--- src/shared/usbpc_params.svh ---
// Purpose: Offsets, field positions and reset values of the
//          transceiver control and resume slice.
// Assumes: 32-bit APB data, 12-bit byte address.
// Notes:   Definitions only.
`ifndef USBPC_PARAMS_SVH
`define USBPC_PARAMS_SVH

// ****************************************************
// Register byte offsets
// ****************************************************
`define USBPC_OFF_PWR      12'h03C
`define USBPC_OFF_CTRL     12'h040
`define USBPC_OFF_STS      12'h044
`define USBPC_OFF_MASK     12'h048
`define USBPC_OFF_LINE     12'h04C

// ****************************************************
// Field positions
// ****************************************************
`define USBPC_PV_BIT       8
`define USBPC_PD_HI        7
`define USBPC_PULLDN_BIT   18
`define USBPC_RSTC_BIT     13
`define USBPC_RSMC_BIT     12
`define USBPC_DB_HI        11
`define USBPC_DB_LO        8
`define USBPC_HWRES_BIT    7
`define USBPC_CFG_HI       6
`define USBPC_CFG_LO       4
`define USBPC_EV_RST       0
`define USBPC_EV_RSM       1
`define USBPC_EV_LINE      2
`define USBPC_EV_HI        2
`define USBPC_LN_SUSP      2

// ****************************************************
// Reset values and constants
// ****************************************************
`define USBPC_ZERO32       32'h0000_0000
`define USBPC_CTRL_RST     1'b0
`define USBPC_DB_RST       4'h0
`define USBPC_CFG_RST      3'h0
`define USBPC_PD_RST       8'h00
`define USBPC_EV_RST_VAL   3'h0
`define USBPC_CNT_ONE      16'h0001
`define USBPC_LS_SE0       2'h0
`define USBPC_LS_K         2'h2

`endif

--- src/shared/usbpc_pkg.sv ---
// Purpose: Shared types of the transceiver control slice.
// Assumes: Used with usbpc_params.svh.
// Notes:   Types only; offsets live in the header.
package usbpc_pkg;
  typedef logic [31:0] usbpc_word_t;
  typedef logic [11:0] usbpc_addr_t;
  typedef logic [1:0]  usbpc_ls_t;
  typedef logic [2:0]  usbpc_ev_t;
endpackage

--- src/usbpc_top.sv ---
// Purpose: Transceiver control, line-state filter and auto-resume
//          cause capture behind an APB slave.
// Assumes: Single 250 MHz clock; line state and suspend inputs are
//          synchronous to it.
// Notes:   Zero-wait APB slave; read data is registered in setup.
// Overview of operation
// Writing one to the pulldown-disable bit turns off the two port pulldowns, which are on after reset.
// An automatic resume caused by bus reset sets the reset-cause flag, which holds until software writes it to zero.
// An automatic resume caused by K signalling sets the resume-cause flag, which holds until software writes it to zero.
// A line-state change passes the filter only after being stable for two to the power of the debounce field cycles.
// With the suspend-handling bit set hardware performs the resume, otherwise software polls the filtered line state.
// The three transceiver configuration pins follow the three-bit control field, zero after reset.
// Reserved bits of both control registers ignore writes and read as zero.
//
// The implementer's own choice: register access over APB.
`include "usbpc_params.svh"
`timescale 1ns/100ps
`default_nettype none

module usbpc_top (
  input  wire logic              ref_clk,       // 250 MHz clock
  input  wire logic              rst_n,         // Async reset, low
  input  wire logic              psel,          // APB select
  input  wire logic              penable,       // APB access phase
  input  wire logic              pwrite,        // APB write
  input  wire usbpc_pkg::usbpc_addr_t paddr,    // APB byte address
  input  wire usbpc_pkg::usbpc_word_t pwdata,   // APB write data
  output usbpc_pkg::usbpc_word_t prdata,        // APB read data
  output logic                   pready,        // APB ready
  output logic                   pslverr,       // Unmapped access
  input  wire usbpc_pkg::usbpc_ls_t line_state, // Raw line state
  input  wire logic              suspend_active, // Suspend state
  output usbpc_pkg::usbpc_ls_t   line_state_filt, // Filtered state
  output logic                   resume_req,    // Resume pulse
  output logic                   pulldown_disable, // Pulldowns off
  output logic [2:0]             transceiver_config_pins, // Conf
  output logic                   power_valid,   // Power valid bit
  output logic [7:0]             power_data,    // Power data
  output logic                   irq            // Interrupt level
);

  // ****************************************************
  // Reset release
  // ****************************************************
  logic                   rst_meta_n;
  logic                   rst_sync_n;
  logic                   hw_resume_en;
  logic [3:0]             db_log2;
  logic                   rst_cause;
  logic                   rsm_cause;
  usbpc_pkg::usbpc_ev_t   sts;
  usbpc_pkg::usbpc_ev_t   sts_mask;
  usbpc_pkg::usbpc_ev_t   events;
  usbpc_pkg::usbpc_ls_t   cand;
  usbpc_pkg::usbpc_ls_t   filt_prev;
  logic [15:0]            stable_cnt;
  logic [15:0]            span;
  logic                   ls_chg;
  logic                   auto_resume;
  logic                   set_rst;
  logic                   set_rsm;
  logic                   acc;
  logic                   wr_en;
  logic                   rd_setup;
  logic                   hit_any;
  usbpc_pkg::usbpc_word_t rd_mux;
  usbpc_pkg::usbpc_word_t next_prdata;

  // Release is synchronised so no flop sees a runt reset edge
  always_ff @(posedge ref_clk or negedge rst_n) begin
    if (!rst_n) begin
      rst_meta_n <= 1'b0;
      rst_sync_n <= 1'b0;
    end else begin
      rst_meta_n <= 1'b1;
      rst_sync_n <= rst_meta_n;
    end
  end

  // ****************************************************
  // APB decode
  // ****************************************************
  function automatic logic hit(input usbpc_pkg::usbpc_addr_t a,
                               input usbpc_pkg::usbpc_addr_t off);
    hit = (a == off);
  endfunction

  // Zero-wait slave: every access completes in its first access cycle
  assign pready   = 1'b1;
  assign acc      = psel & penable;
  assign wr_en    = acc & pwrite;
  assign rd_setup = psel & ~penable & ~pwrite;
  assign hit_any  = hit(paddr, `USBPC_OFF_PWR)  |
                    hit(paddr, `USBPC_OFF_CTRL) |
                    hit(paddr, `USBPC_OFF_STS)  |
                    hit(paddr, `USBPC_OFF_MASK) |
                    hit(paddr, `USBPC_OFF_LINE);
  assign pslverr  = acc & ~hit_any;

  // ****************************************************
  // Power signalling register
  // ****************************************************
  // Only bits 8:0 are stored, the rest read as zero
  always_ff @(posedge ref_clk or negedge rst_sync_n) begin
    if (!rst_sync_n) begin
      power_valid <= `USBPC_CTRL_RST;
      power_data  <= `USBPC_PD_RST;
    end else if (wr_en && hit(paddr, `USBPC_OFF_PWR)) begin
      power_valid <= pwdata[`USBPC_PV_BIT];
      power_data  <= pwdata[`USBPC_PD_HI:0];
    end
  end

  // ****************************************************
  // Transceiver control register
  // ****************************************************
  // Pins are driven straight from the stored fields
  always_ff @(posedge ref_clk or negedge rst_sync_n) begin
    if (!rst_sync_n) begin
      pulldown_disable        <= `USBPC_CTRL_RST;
      db_log2                 <= `USBPC_DB_RST;
      hw_resume_en            <= `USBPC_CTRL_RST;
      transceiver_config_pins <= `USBPC_CFG_RST;
    end else if (wr_en && hit(paddr, `USBPC_OFF_CTRL)) begin
      pulldown_disable        <= pwdata[`USBPC_PULLDN_BIT];
      db_log2                 <= pwdata[`USBPC_DB_HI:`USBPC_DB_LO];
      hw_resume_en            <= pwdata[`USBPC_HWRES_BIT];
      transceiver_config_pins <=
        pwdata[`USBPC_CFG_HI:`USBPC_CFG_LO];
    end
  end

  // ****************************************************
  // Line-state filter
  // ****************************************************
  assign span = `USBPC_CNT_ONE << db_log2;

  // A new value restarts the count; it passes once held span cycles
  always_ff @(posedge ref_clk or negedge rst_sync_n) begin
    if (!rst_sync_n) begin
      cand            <= `USBPC_LS_SE0;
      stable_cnt      <= `USBPC_CNT_ONE;
      line_state_filt <= `USBPC_LS_SE0;
    end else if (line_state != cand) begin
      cand       <= line_state;
      stable_cnt <= `USBPC_CNT_ONE;
    end else if (cand != line_state_filt) begin
      if (stable_cnt >= span) begin
        line_state_filt <= cand;
      end else begin
        stable_cnt <= stable_cnt + `USBPC_CNT_ONE;
      end
    end
  end

  // Previous filtered value, used to spot a propagated change
  always_ff @(posedge ref_clk or negedge rst_sync_n) begin
    if (!rst_sync_n) begin
      filt_prev <= `USBPC_LS_SE0;
    end else begin
      filt_prev <= line_state_filt;
    end
  end

  assign ls_chg = (line_state_filt != filt_prev);

  // ****************************************************
  // Auto-resume and cause flags
  // ****************************************************
  // Software polls the filtered state when the hardware path is off
  assign auto_resume = ls_chg & suspend_active & hw_resume_en;
  assign set_rst = auto_resume & (line_state_filt == `USBPC_LS_SE0);
  assign set_rsm = auto_resume & (line_state_filt == `USBPC_LS_K);

  // Resume pulse to the suspend controller
  always_ff @(posedge ref_clk or negedge rst_sync_n) begin
    if (!rst_sync_n) begin
      resume_req <= 1'b0;
    end else begin
      resume_req <= set_rst | set_rsm;
    end
  end

  // Writing zero clears; a cause arriving in that cycle wins
  always_ff @(posedge ref_clk or negedge rst_sync_n) begin
    if (!rst_sync_n) begin
      rst_cause <= `USBPC_CTRL_RST;
      rsm_cause <= `USBPC_CTRL_RST;
    end else if (wr_en && hit(paddr, `USBPC_OFF_CTRL)) begin
      rst_cause <= set_rst |
                   (rst_cause & pwdata[`USBPC_RSTC_BIT]);
      rsm_cause <= set_rsm |
                   (rsm_cause & pwdata[`USBPC_RSMC_BIT]);
    end else begin
      rst_cause <= rst_cause | set_rst;
      rsm_cause <= rsm_cause | set_rsm;
    end
  end

  // ****************************************************
  // Interrupt status and mask
  // ****************************************************
  assign events[`USBPC_EV_RST]  = set_rst;
  assign events[`USBPC_EV_RSM]  = set_rsm;
  assign events[`USBPC_EV_LINE] = ls_chg;

  // Write one to clear; a new event in the same cycle is kept
  always_ff @(posedge ref_clk or negedge rst_sync_n) begin
    if (!rst_sync_n) begin
      sts <= `USBPC_EV_RST_VAL;
    end else if (wr_en && hit(paddr, `USBPC_OFF_STS)) begin
      sts <= (sts & ~pwdata[`USBPC_EV_HI:0]) | events;
    end else begin
      sts <= sts | events;
    end
  end

  // Mask register, one enables the matching status bit
  always_ff @(posedge ref_clk or negedge rst_sync_n) begin
    if (!rst_sync_n) begin
      sts_mask <= `USBPC_EV_RST_VAL;
    end else if (wr_en && hit(paddr, `USBPC_OFF_MASK)) begin
      sts_mask <= pwdata[`USBPC_EV_HI:0];
    end
  end

  assign irq = |(sts & sts_mask);

  // ****************************************************
  // Read path
  // ****************************************************
  // Unstored bits stay zero, so reserved fields read as zero
  always_comb begin
    rd_mux = `USBPC_ZERO32;
    if (hit(paddr, `USBPC_OFF_PWR)) begin
      rd_mux[`USBPC_PV_BIT]   = power_valid;
      rd_mux[`USBPC_PD_HI:0]  = power_data;
    end
    if (hit(paddr, `USBPC_OFF_CTRL)) begin
      rd_mux[`USBPC_PULLDN_BIT]            = pulldown_disable;
      rd_mux[`USBPC_RSTC_BIT]              = rst_cause;
      rd_mux[`USBPC_RSMC_BIT]              = rsm_cause;
      rd_mux[`USBPC_DB_HI:`USBPC_DB_LO]    = db_log2;
      rd_mux[`USBPC_HWRES_BIT]             = hw_resume_en;
      rd_mux[`USBPC_CFG_HI:`USBPC_CFG_LO]  = transceiver_config_pins;
    end
    if (hit(paddr, `USBPC_OFF_STS)) begin
      rd_mux[`USBPC_EV_HI:0] = sts;
    end
    if (hit(paddr, `USBPC_OFF_MASK)) begin
      rd_mux[`USBPC_EV_HI:0] = sts_mask;
    end
    if (hit(paddr, `USBPC_OFF_LINE)) begin
      rd_mux[1:0]            = line_state_filt;
      rd_mux[`USBPC_LN_SUSP] = suspend_active;
    end
  end

  // Captured in setup so data is from a flop by the access cycle
  always_comb begin
    next_prdata = prdata;
    if (rd_setup) begin
      next_prdata = rd_mux;
    end
  end

  always_ff @(posedge ref_clk or negedge rst_sync_n) begin
    if (!rst_sync_n) begin
      prdata <= `USBPC_ZERO32;
    end else begin
      prdata <= next_prdata;
    end
  end
endmodule

`default_nettype wire

--- config.mk ---
export PLATFORM = sky130hd
export DESIGN_NAME = usbpc_top
export DESIGN_NICKNAME = d
export VERILOG_FILES = /design/src/shared/usbpc_pkg.sv /design/src/usbpc_top.sv
export VERILOG_INCLUDE_DIRS = /design/src /design/src/shared
export SDC_FILE = /design/constraint.sdc
export NUM_CORES = 1
export LEC_CHECK = 0
export ABC_AREA = 1
export BUFFER_PORTS_ARGS = -buffer_cell sky130_fd_sc_hd__buf_2
export CORE_UTILIZATION = 35
export DETAILED_ROUTE_END_ITERATION = 8
export HOLD_SLACK_MARGIN = 0.02
export PLACE_DENSITY = 0.6
export SLEW_MARGIN = 20
export SYNTH_ARGS = -nofsm -noshare
export SYNTH_HDL_FRONTEND = slang
export SYNTH_SLANG_ARGS = --single-unit
--- constraint.sdc ---
create_clock -name ref_clk -period 4 [get_ports ref_clk]
set_clock_uncertainty 0.2 [all_clocks]
set_input_delay 0.4 -clock ref_clk [delete_from_list [all_inputs] [get_ports ref_clk]]
set_output_delay 0.4 -clock ref_clk [all_outputs]
set_load 0.005 [all_outputs]
* Word-level counts from Yosys, hierarchy flattened *
Cells that the tools add are included.

word-level totals
  input bits = 52
  word-level logic and storage cells = 81
  bits in registers = 66

cells by class
  bitwise operators = 29
  $lt $le $gt $ge = 1
  shift-type cells = 1
  muxes and demuxes = 12
  eq/ne operators = 10
  reduce and logical (&&, ||, !) cells = 9
  $add $sub $neg = 1

operators with widths
  operator               count
  $eq 12x7->1 const B    4
  $mux 16                3
  $add 16x1->16 const B  1
  $ge 16x16->1           1
  $shl 1x4->16 const A   1
  $eq 12x6->1 const B    1
  $mux 3                 4
  $and 1x1->1            11
  $mux 10                1
  $mux 9                 1
  $or 1x1->1             9
  $and 3x3->3            2
  $ne 2x2->1             3
  $or 3x3->3             2
  $logic_and 1x1->1      4
  $not 1->1              4
  $mux 1                 3
  $not 3->3              1
  $reduce_and 3->1       1
  $reduce_or 3->1        1
  $eq 2x2->1 const B     1
  $logic_not 2->1        1
  $ne 2x2->1 const B     1
  $reduce_and 2->1       1
  $reduce_bool 2->1      1

* Depth between registers and ports, before layout *
Gate-level depths: netlist of run 1.

  depth in word-level cells = 7
  gate-level depth with buffers = 14
  mapped depth without buffers = 14

* Worst setup path before layout of run 1 *
Ideal clock, no wire load.

  kind = reg-to-reg
  from = register db_log2[3]
  to = register stable_cnt[6]
  library setup time = 0.116 ns
  setup slack = 1.814 ns
  buffers on the path = 2
  required time = 3.684 ns
  data arrival time = 1.870 ns
  stages on the path, launching flop included = 15
  period minus slack after synthesis = 2.186 ns
  path through = dfrtp_1 clkbuf_1 nor4_1 ha_1 inv_1 nand2_1 nand3_1 nand2_1 nand2_1 nand2_1 nand2_1 nand3_4 buf_6 nand3_1 nand2_1

between the ends
  cells in the longest elaborated chain, start to end = 4

RTL lines
  item                               line              RTL
  start, declared                    usbpc_top.sv:48   logic [3:0] db_log2;
  start signal, assigned             usbpc_top.sv:121  db_log2 <= `USBPC_DB_RST;
  start signal, assigned             usbpc_top.sv:126  db_log2 <= pwdata[`USBPC_DB_HI:`USBPC_DB_LO];
  $shl 1x4->16 (no source line)      --
  $ge 16x16->1                       usbpc_top.sv:148  if (stable_cnt >= span) begin
  $ne 2x2->1 (no source line)        --
  $reduce_and 2->1 (no source line)  --
  end signal, assigned               usbpc_top.sv:142  stable_cnt <= `USBPC_CNT_ONE;
  end signal, assigned               usbpc_top.sv:146  stable_cnt <= `USBPC_CNT_ONE;
  end signal, assigned               usbpc_top.sv:151  stable_cnt <= stable_cnt + `USBPC_CNT_ONE;
  end, declared                      usbpc_top.sv:56   logic [15:0] stable_cnt;

Every way passes these cells.
A chain may end at the register's enable or synchronous reset.

* Final worst setup path of run 1 *
  from = register db_log2[1]
  to = register stable_cnt[15]

Same word-level chain as after synthesis.

==> metrics.yaml, run 1 <==
clocking:
  cts_buffers: 9
  cts_max_level: 3
  clockRootBuffer: "clkbuf_16"
  clk_latency_ns: 0.34
  cts_resized: 0
  path_clk_slew_ns: 0.06
  clockBufferDepth: 2
  cts_num_sinks: 66
  cts_tree: "done"
grt:
  grt_use_total_pct: 16.8
  grt_pass1_vias: 3353
  grt_overflow: 0
  grt_max_degree: 36
  antenna_found_initial: 0
  grt_pass1_wl_um: 16500
job:
  drv_cap: 0
critical_path:
  start_kind: "flip-flop"
  worst-setup-path-type: "flip-flop to flip-flop"
  path_max_fanout: 17
  rr_endpoint: "stable_cnt[15]"
  critical_path_required_ns: 4.07
  r2r_start: "db_log2[1]"
  critical_path.startpoint: "db_log2[1]"
  reg2regPathDepth: 12
  reg2reg_slack_ns: 1.50
  setup.worst_path.end_class: "flip-flop"
  cp_data_arrival_time_ns: 2.57
  crit_end: "stable_cnt[15]"
sta:
  timing.final.crit_share_pct: 62.4
  finalCriticalPeriod_ns: 2.50
  max_freq_ghz: 0.400
  report.final.slew_viol_count: 0
  worstMarginPinSlew_ns: 0.796
  maxSlewHeadroom_pct: 46.9
  setup_tns_ns: 0
  worst_slack_ns: 1.50
  hold_violations: 0
  setup_viol: 0
  grt_setup_unrepaired: "false"
drt:
  wire_per_inst_um: 13.1
  drc: 24
  dr.pass1.iters: 7
  ant_nets: 0
  num_vias: 3521
  drt-total-wl_um: 9520
  first_iter_violations: 158
  routed_via_density: 4.86
die:
  ios: 103
  coreArea_mm2: 0.0115
  start_util_pct: 36.3
  rows: 39
  die_area_mm2: 0.0124
  die_h_um: 111
  die_w_um: 111
synth:
  seq_area_frac_synth_pct: 39.6
  yosys.cell_types.count: 39
  yosysTopAreaCell: "dfrtp_1"
  syn-mean-instance-area_um2: 8.21
  synth_most_common_cell: "nand2_1"
  ys_warn_count: 0
  yosys-top-cells-area: "dfrtp_1 (39%), nand2_1 (12%), nand3_1 (5.5%)"
  syn-cell-area_mm2: 0.00418
  synth-main-ff-cell: "dfrtp_1"
  yosysTopAreaCellShare_pct: 38.9
  synth_seq_cells: 66
  synth_edf_count: 0
  syn_inst: 509
  async_flop_share_pct: 100
  yosys-top-cells-count: "nand2_1 (130), dfrtp_1 (65), inv_1 (46), nand3_1 (46), nor2_1 (26)"
outcome:
  status: "complete, but fails checks"
  violations: "DRC"
placement:
  gp_congestion: 0.855
  place.detailed.hpwl_um: 7190
  port_buffers: 67
  pre_cts_ws_ns: 1.51
worst_hold_path:
  hold_path.class: "input pin to flip-flop"
cells_and_area:
  final_util_pct: 42.4
  final_nets: 645
  layout-drive-gt1-share_pct: 25.0
  antennaDiodeCount: 0
  synthToLayoutAreaGrowth_pct: 16.9
  fillers: 1196
power_and_ir_drop:
  ir_drop_mv: 0.141
  p_leak_nw: 2.58
  p_per_area_mw_per_mm2: 349
where the power goes:
part,switching [mW],internal (mW)
Clock,0.300,0.518
Sequential,0.0309,0.690
Combinational,0.107,0.0588
how the worst min path moves through the flow:
| stage | start | depth (start not counted) | slack (ns) | to |
|---|---|---|---|---|
| after detailed placement | rst_n | 1 | -0.01 | rst_meta_n |
| final | pwdata[2] | 3 | 0.08 | sts_mask[2] |
| after global routing | pwdata[9] | 2 | 0.09 | db_log2[1] |
| after floorplan | rst_n | 0 | -0.1 | rst_meta_n |
| after CTS | pwdata[2] | 3 | 0.07 | sts_mask[2] |
| after global placement | rst_n | 1 | -0.01 | rst_meta_n |
area by class of cell:
cell class / instances / area, um2 / share of cell area, %
Clock buffer: 11 / 253 / 5.18
Inverter: 55 / 211 / 4.33
Multi-Input combinational cell: 373 / 2150 / 44.1
Timing Repair Buffer: 71 / 373 / 7.64
Sequential cell: 66 / 1650 / 33.9
Tap cell: 143 / 179 / 3.66
Clock inverter: 5 / 60.1 / 1.23
worst max-delay path, stage by stage, from the launching register on:
cell	delay, ns
dfrtp_1	0.49
inv_1	0.23
nand4_1	0.15
ha_1	0.32
nand2_1	0.06
nand2_1	0.04
nand3_1	0.06
nand2_1	0.06
a21oi_2	0.26
nand3_4	0.26
nand2_4	0.17
nand2_1	0.06
nand2_1	0.05
cells in the final DEF (no fill, tap or decap), types with 4 or more instances in the layout:
master	count
nand3_2	7
nor2_1	26
nand4_1	25
o21ai_2	13
conb_1	19
xor2_1	10
buf_2	67
nand3_1	46
nand2_1	130
nand2_4	4
dfrtp_1	64
a21o_1	5
a21oi_1	9
nor3_1	8
inv_2	8
nor2_4	6
inv_1	46
mux2_4	4
clkbuf_16	9
o21ai_0	15
nand2_2	4
ha_1	17
repair_timing:
action                     in CTS  in global routing
setup endpoints to repair       0                  0
hold buffers                    3                  0
buffers inserted                0                  0
hold endpoints to repair        4                  0
sequential cells by signal, indices dropped and copies added, names as in the netlist:
register,cells
cand,2
db_log2,4
filt_prev,2
hw_resume_en,1
line_state_filt,2
power_data,8
power_valid,1
prdata,15
pulldown_disable,1
resume_req,1
rsm_cause,1
rst_cause,1
rst_meta_n,1
rst_sync_n,1
stable_cnt,16
sts,3
sts_mask,3
transceiver_config_pins,3
metal layers:
metal  global-route usage, %  routed length (um)  vias up
li1                        -                   -     1776
met1                    21.1                4370     1650
met2                    28.5                4550       82
met3                    3.99                 440       13
met4                    5.41                 154        0
met5                       0                   0        -
kinds of logic (layout without fill, tap and decap cells):
kind of cell               count (synthesis)  in the layout  synth area share, %
xor gates and xnor gates                  13             13                 2.91
and+or+nand+nor                          270            270                 32.6
buffers and inverters                     87            142                 10.4
muxes                                      4              4                 1.44
AOI/OAI and AO/OA                         50             50                 7.79
adders and majority gates                 17             17                 5.09
DFF                                       66             66                 39.6
other                                      2             19                0.180
metrics by stage:
stage | area (um2) | total power [mW] | instances | hold slack, ns
after floorplan | 4240 | 0.850 | 526 | -0.0956
after global placement | 4540 | 0.894 | 705 | -0.0142
after detailed placement | 4540 | 0.899 | 705 | -0.0137
after CTS | 4880 | 1.73 | 724 | 0.0719
after global routing | 4880 | 1.78 | 724 | 0.0945
final | 4880 | 1.71 | 724 | 0.0805
No activity file was read; power rests on OpenSTA's default activity.
==> run 2: changes to the inputs <==
--- a/config.mk
+++ b/config.mk
@@ -6,12 +6,12 @@
 export SDC_FILE = /design/constraint.sdc
 export NUM_CORES = 1
 export LEC_CHECK = 0
-export ABC_AREA = 1
+export ABC_AREA = 0
 export BUFFER_PORTS_ARGS = -buffer_cell sky130_fd_sc_hd__buf_2
 export CORE_UTILIZATION = 35
 export DETAILED_ROUTE_END_ITERATION = 8
 export HOLD_SLACK_MARGIN = 0.02
-export PLACE_DENSITY = 0.6
+export PLACE_DENSITY = 0.64
 export SLEW_MARGIN = 20
 export SYNTH_ARGS = -nofsm -noshare
 export SYNTH_HDL_FRONTEND = slang
==> constraint.sdc (replaced) <==
create_clock -name ref_clk -period 2.2 [get_ports ref_clk]
set_clock_uncertainty 0.2 [all_clocks]
set_input_delay 0.22 -clock ref_clk [delete_from_list [all_inputs] [get_ports ref_clk]]
set_output_delay 0.22 -clock ref_clk [all_outputs]
set_load 0.005 [all_outputs]
==> metrics.yaml, run 2 <==
outcome:
  status: "complete, but fails checks"
  violations: "setup timing"
synth:
  syn-mean-instance-area_um2: 10.2  # +25%
  seq_area_frac_synth_pct: 45.1  # +5.5 points
  syn-cell-area_mm2: 0.00367  # -12%
  synth_seq_cells: 66  # unchanged
  yosys.cell_types.count: 52  # +33%
  synth_most_common_cell: "dfrtp_1"
  yosys-top-cells-area: "dfrtp_1 (44%), mux2_2 (7.1%), ha_1 (5.8%)"
  synth_edf_count: 0  # unchanged
  async_flop_share_pct: 100  # unchanged
  ys_warn_count: 0  # unchanged
  yosys-top-cells-count: "dfrtp_1 (65), nand2_1 (40), mux2_2 (23)"
  synth-main-ff-cell: "dfrtp_1"
  yosysTopAreaCell: "dfrtp_1"
  yosysTopAreaCellShare_pct: 44.3  # +5.4 points
  syn_inst: 359  # -29%
clocking:
  clockRootBuffer: "clkbuf_8"
  clockBufferDepth: 2  # unchanged
  cts_max_level: 3  # unchanged
  cts_tree: "done"
  clk_latency_ns: 0.35  # about the same
  cts_num_sinks: 66  # unchanged
  cts_buffers: 9  # unchanged
  path_clk_slew_ns: 0.08  # +0.02 ns
critical_path:
  reg2regPathDepth: 9  # -3
  start_kind: "flip-flop"
  reg2reg_slack_ns: -0.65  # -2.15 ns
  critical_path_required_ns: 2.23  # -1.84 ns
  rr_endpoint: "line_state_filt[0]"
  cp_data_arrival_time_ns: 2.89  # +0.32 ns
  worst-setup-path-type: "flip-flop to flip-flop"
  r2r_start: "db_log2[0]"
  path_max_fanout: 6  # -11
  setup.worst_path.end_class: "flip-flop"
die:
  ios: 103  # unchanged
  coreArea_mm2: 0.0102  # -11%
  die_area_mm2: 0.0109  # -12%
  rows: 37  # -5.1%
  die_h_um: 104  # -6.2%
  start_util_pct: 35.9  # -0.41 points
  die_w_um: 104  # -6.2%
cells_and_area:
  largest_register: "stable_cnt"
  layout_common_cells: "buf_2 (67), dfrtp_1 (60), buf_4 (48)"
  synthToLayoutAreaGrowth_pct: 35.5
  largest_reg_flops: 16  # unchanged
  top_regs: "stable_cnt: 16 flops, prdata: 15 flops, power_data: 8 flops"
  fillers: 930  # -22%
  antennaDiodeCount: 0  # unchanged
  layout-drive-gt1-share_pct: 38.2  # +13 points
  fin_cells: 631  # -13%
  final_common_cell: "buf_2"
  final_util_pct: 48.6  # +6.2 points
  final_nets: 559  # -13%
power_and_ir_drop:
  combPwrFrac_pct: 12.8  # +3.1 points
  switching_power_uw: 727  # +66%
  power_mw: 2.79  # +64%
  switching_share_pct: 26.1  # +0.39 points
  internal-power_mw: 2.06  # +63%
  seq_power_share_pct: 45.7  # +3.4 points
  ir_drop_mv: 0.327  # +130%
  p_leak_nw: 2.36  # -8.6%
  p_per_area_mw_per_mm2: 561  # +61%
  clockPowerShare_pct: 41.6  # -6.4 points
sta:
  grt_setup_unrepaired: "true"
  max_freq_ghz: 0.351  # -12%
  whs_ns: 0.0281  # -0.0524 ns
  timing.final.crit_share_pct: 130  # +67 points
  hold_violations: 0  # unchanged
  worst_slack_ns: -0.652  # -2.15 ns
  finalCriticalPeriod_ns: 2.85  # +0.354 ns
  report.final.slew_viol_count: 0  # unchanged
  setup_viol: 18  # +18
drt:
  drt-total-wl_um: 9410  # -1.1%
  drc: 0  # -100%
  first_iter_violations: 225  # +42%
  routed_via_density: 5.13  # +5.4%
  wire_per_inst_um: 14.9  # +13%
  ant_nets: 0  # unchanged
  dr.pass1.iters: 4  # -3
  num_vias: 3235  # -8.1%
placement:
  place.detailed.hpwl_um: 6800  # -5.5%
  place_inst: 594  # -16%
  gp_congestion: 0.849  # -0.69%
  port_buffers: 67  # unchanged
grt:
  grt_pass1_vias: 3200  # -4.6%
  grt_pass1_wl_um: 15500  # -5.9%
  grt_max_degree: 65  # +81%
  grt_overflow: 0  # unchanged
  antenna_found_initial: 0  # unchanged
  grt_use_total_pct: 18.0  # +1.1 points
worst_hold_path:
  whs_endpoint: "rsm_cause"
  hold_depth: 3  # unchanged
  hold_path.class: "input pin to flip-flop"
  hp-start: "suspend_active"
job:
  drv_cap: 0  # unchanged
## run 2: cell count changes after synthesis, sizes merged, moves of 7 or more
cell and delta:
mux2 +19, nand2 -98, nor3 -7, xor2 -8, nor2 -16, a221oi +8
o31ai +8, nand4 -15, nand3 -37, inv -49, o21ai -15, or4 +9
## run 2: worst max path at each step
stage / from / endpoint / cells past startpoint
4_1_cts: db_log2[0] / stable_cnt[14] / 8
5_1_grt: db_log2[0] / line_state_filt[0] / 9
2_1_floorplan: db_log2[0] / stable_cnt[2] / 9
3_3_place_gp: db_log2[1] / line_state_filt[0] / 8
6_report: db_log2[0] / line_state_filt[0] / 9
3_5_place_dp: db_log2[2] / line_state_filt[0] / 9
## run 2: layout make-up
type / instances / area (um2) / area share, %
Timing Repair Buffer: 137 / 937 / 18.8
Multi-Input combinational cell: 270 / 1960 / 39.4
Inverter: 6 / 22.5 / 0.453
Sequential cell: 66 / 1660 / 33.4
Tap cell: 136 / 170 / 3.42
Clock buffer: 9 / 124 / 2.49
Clock inverter: 7 / 100 / 2.01
## run 2: per-stage QoR
stage                     instance area (um2)  setup slack, ns  TNS, ns
after floorplan                          3810           -0.432    -6.08
after global placement                   4480           -0.573    -8.62
after detailed placement                 4480           -0.629    -9.45
after CTS                                4950           -0.620    -9.77
after global routing                     4970           -0.760   -12.57
final                                    4970           -0.652   -10.09
## run 2: power groups by stage
| stage | sequential, mW | combinational [mW] | clock (mW) |
|---|---|---|---|
| after floorplan | 1.32 | 0.187 | 0 |
| after global placement | 1.30 | 0.316 | 0 |
| after detailed placement | 1.30 | 0.322 | 0 |
| after CTS | 1.27 | 0.349 | 1.19 |
| after global routing | 1.28 | 0.396 | 1.23 |
| final | 1.27 | 0.356 | 1.16 |
## run 2: kinds of logic (layout without fill, tap and decap cells)
| kind of cell | after synthesis | after routing | share of synthesized area [%] |
|---|---|---|---|
| adders and majority gates | 17 | 17 | 5.80 |
| buffers and inverters | 40 | 159 | 6.31 |
| AOI/OAI and AO/OA | 66 | 66 | 12.8 |
| xor gates and xnor gates | 6 | 6 | 1.43 |
| DFF | 66 | 66 | 45.1 |
| and+or+nand+nor | 133 | 133 | 19.7 |
| muxes | 29 | 29 | 8.70 |
| other | 2 | 19 | 0.205 |
## run 2: routing by layer
layer  share of wire (%)  routed length (um)  GRT usage (%)
met4                 1.7                 156           7.24
met2                  48                4520           29.2
met1                  47                4430           24.2
met3                 3.3                 314           2.38
met5                   0                   0              0
## run 2: timing repair
item | in CTS | in global routing
hold endpoints to repair | 30 | 0
pin swaps | 2 | 0
hold buffers | 19 | 0
resized for setup | 10 | 7
setup endpoints to repair | 18 | 18
setup buffers | 2 | 1
## run 2: critical path, cell delays in order (launching register included)
cell and delay [ns]:
dfrtp_2 0.45, nor2b_4 0.21, nand3_2 0.11, ha_4 0.28, nand4_1 0.21, buf_4 0.20
o21ba_2 0.27, and3b_1 0.23, a21oi_2 0.20, mux2_2 0.36
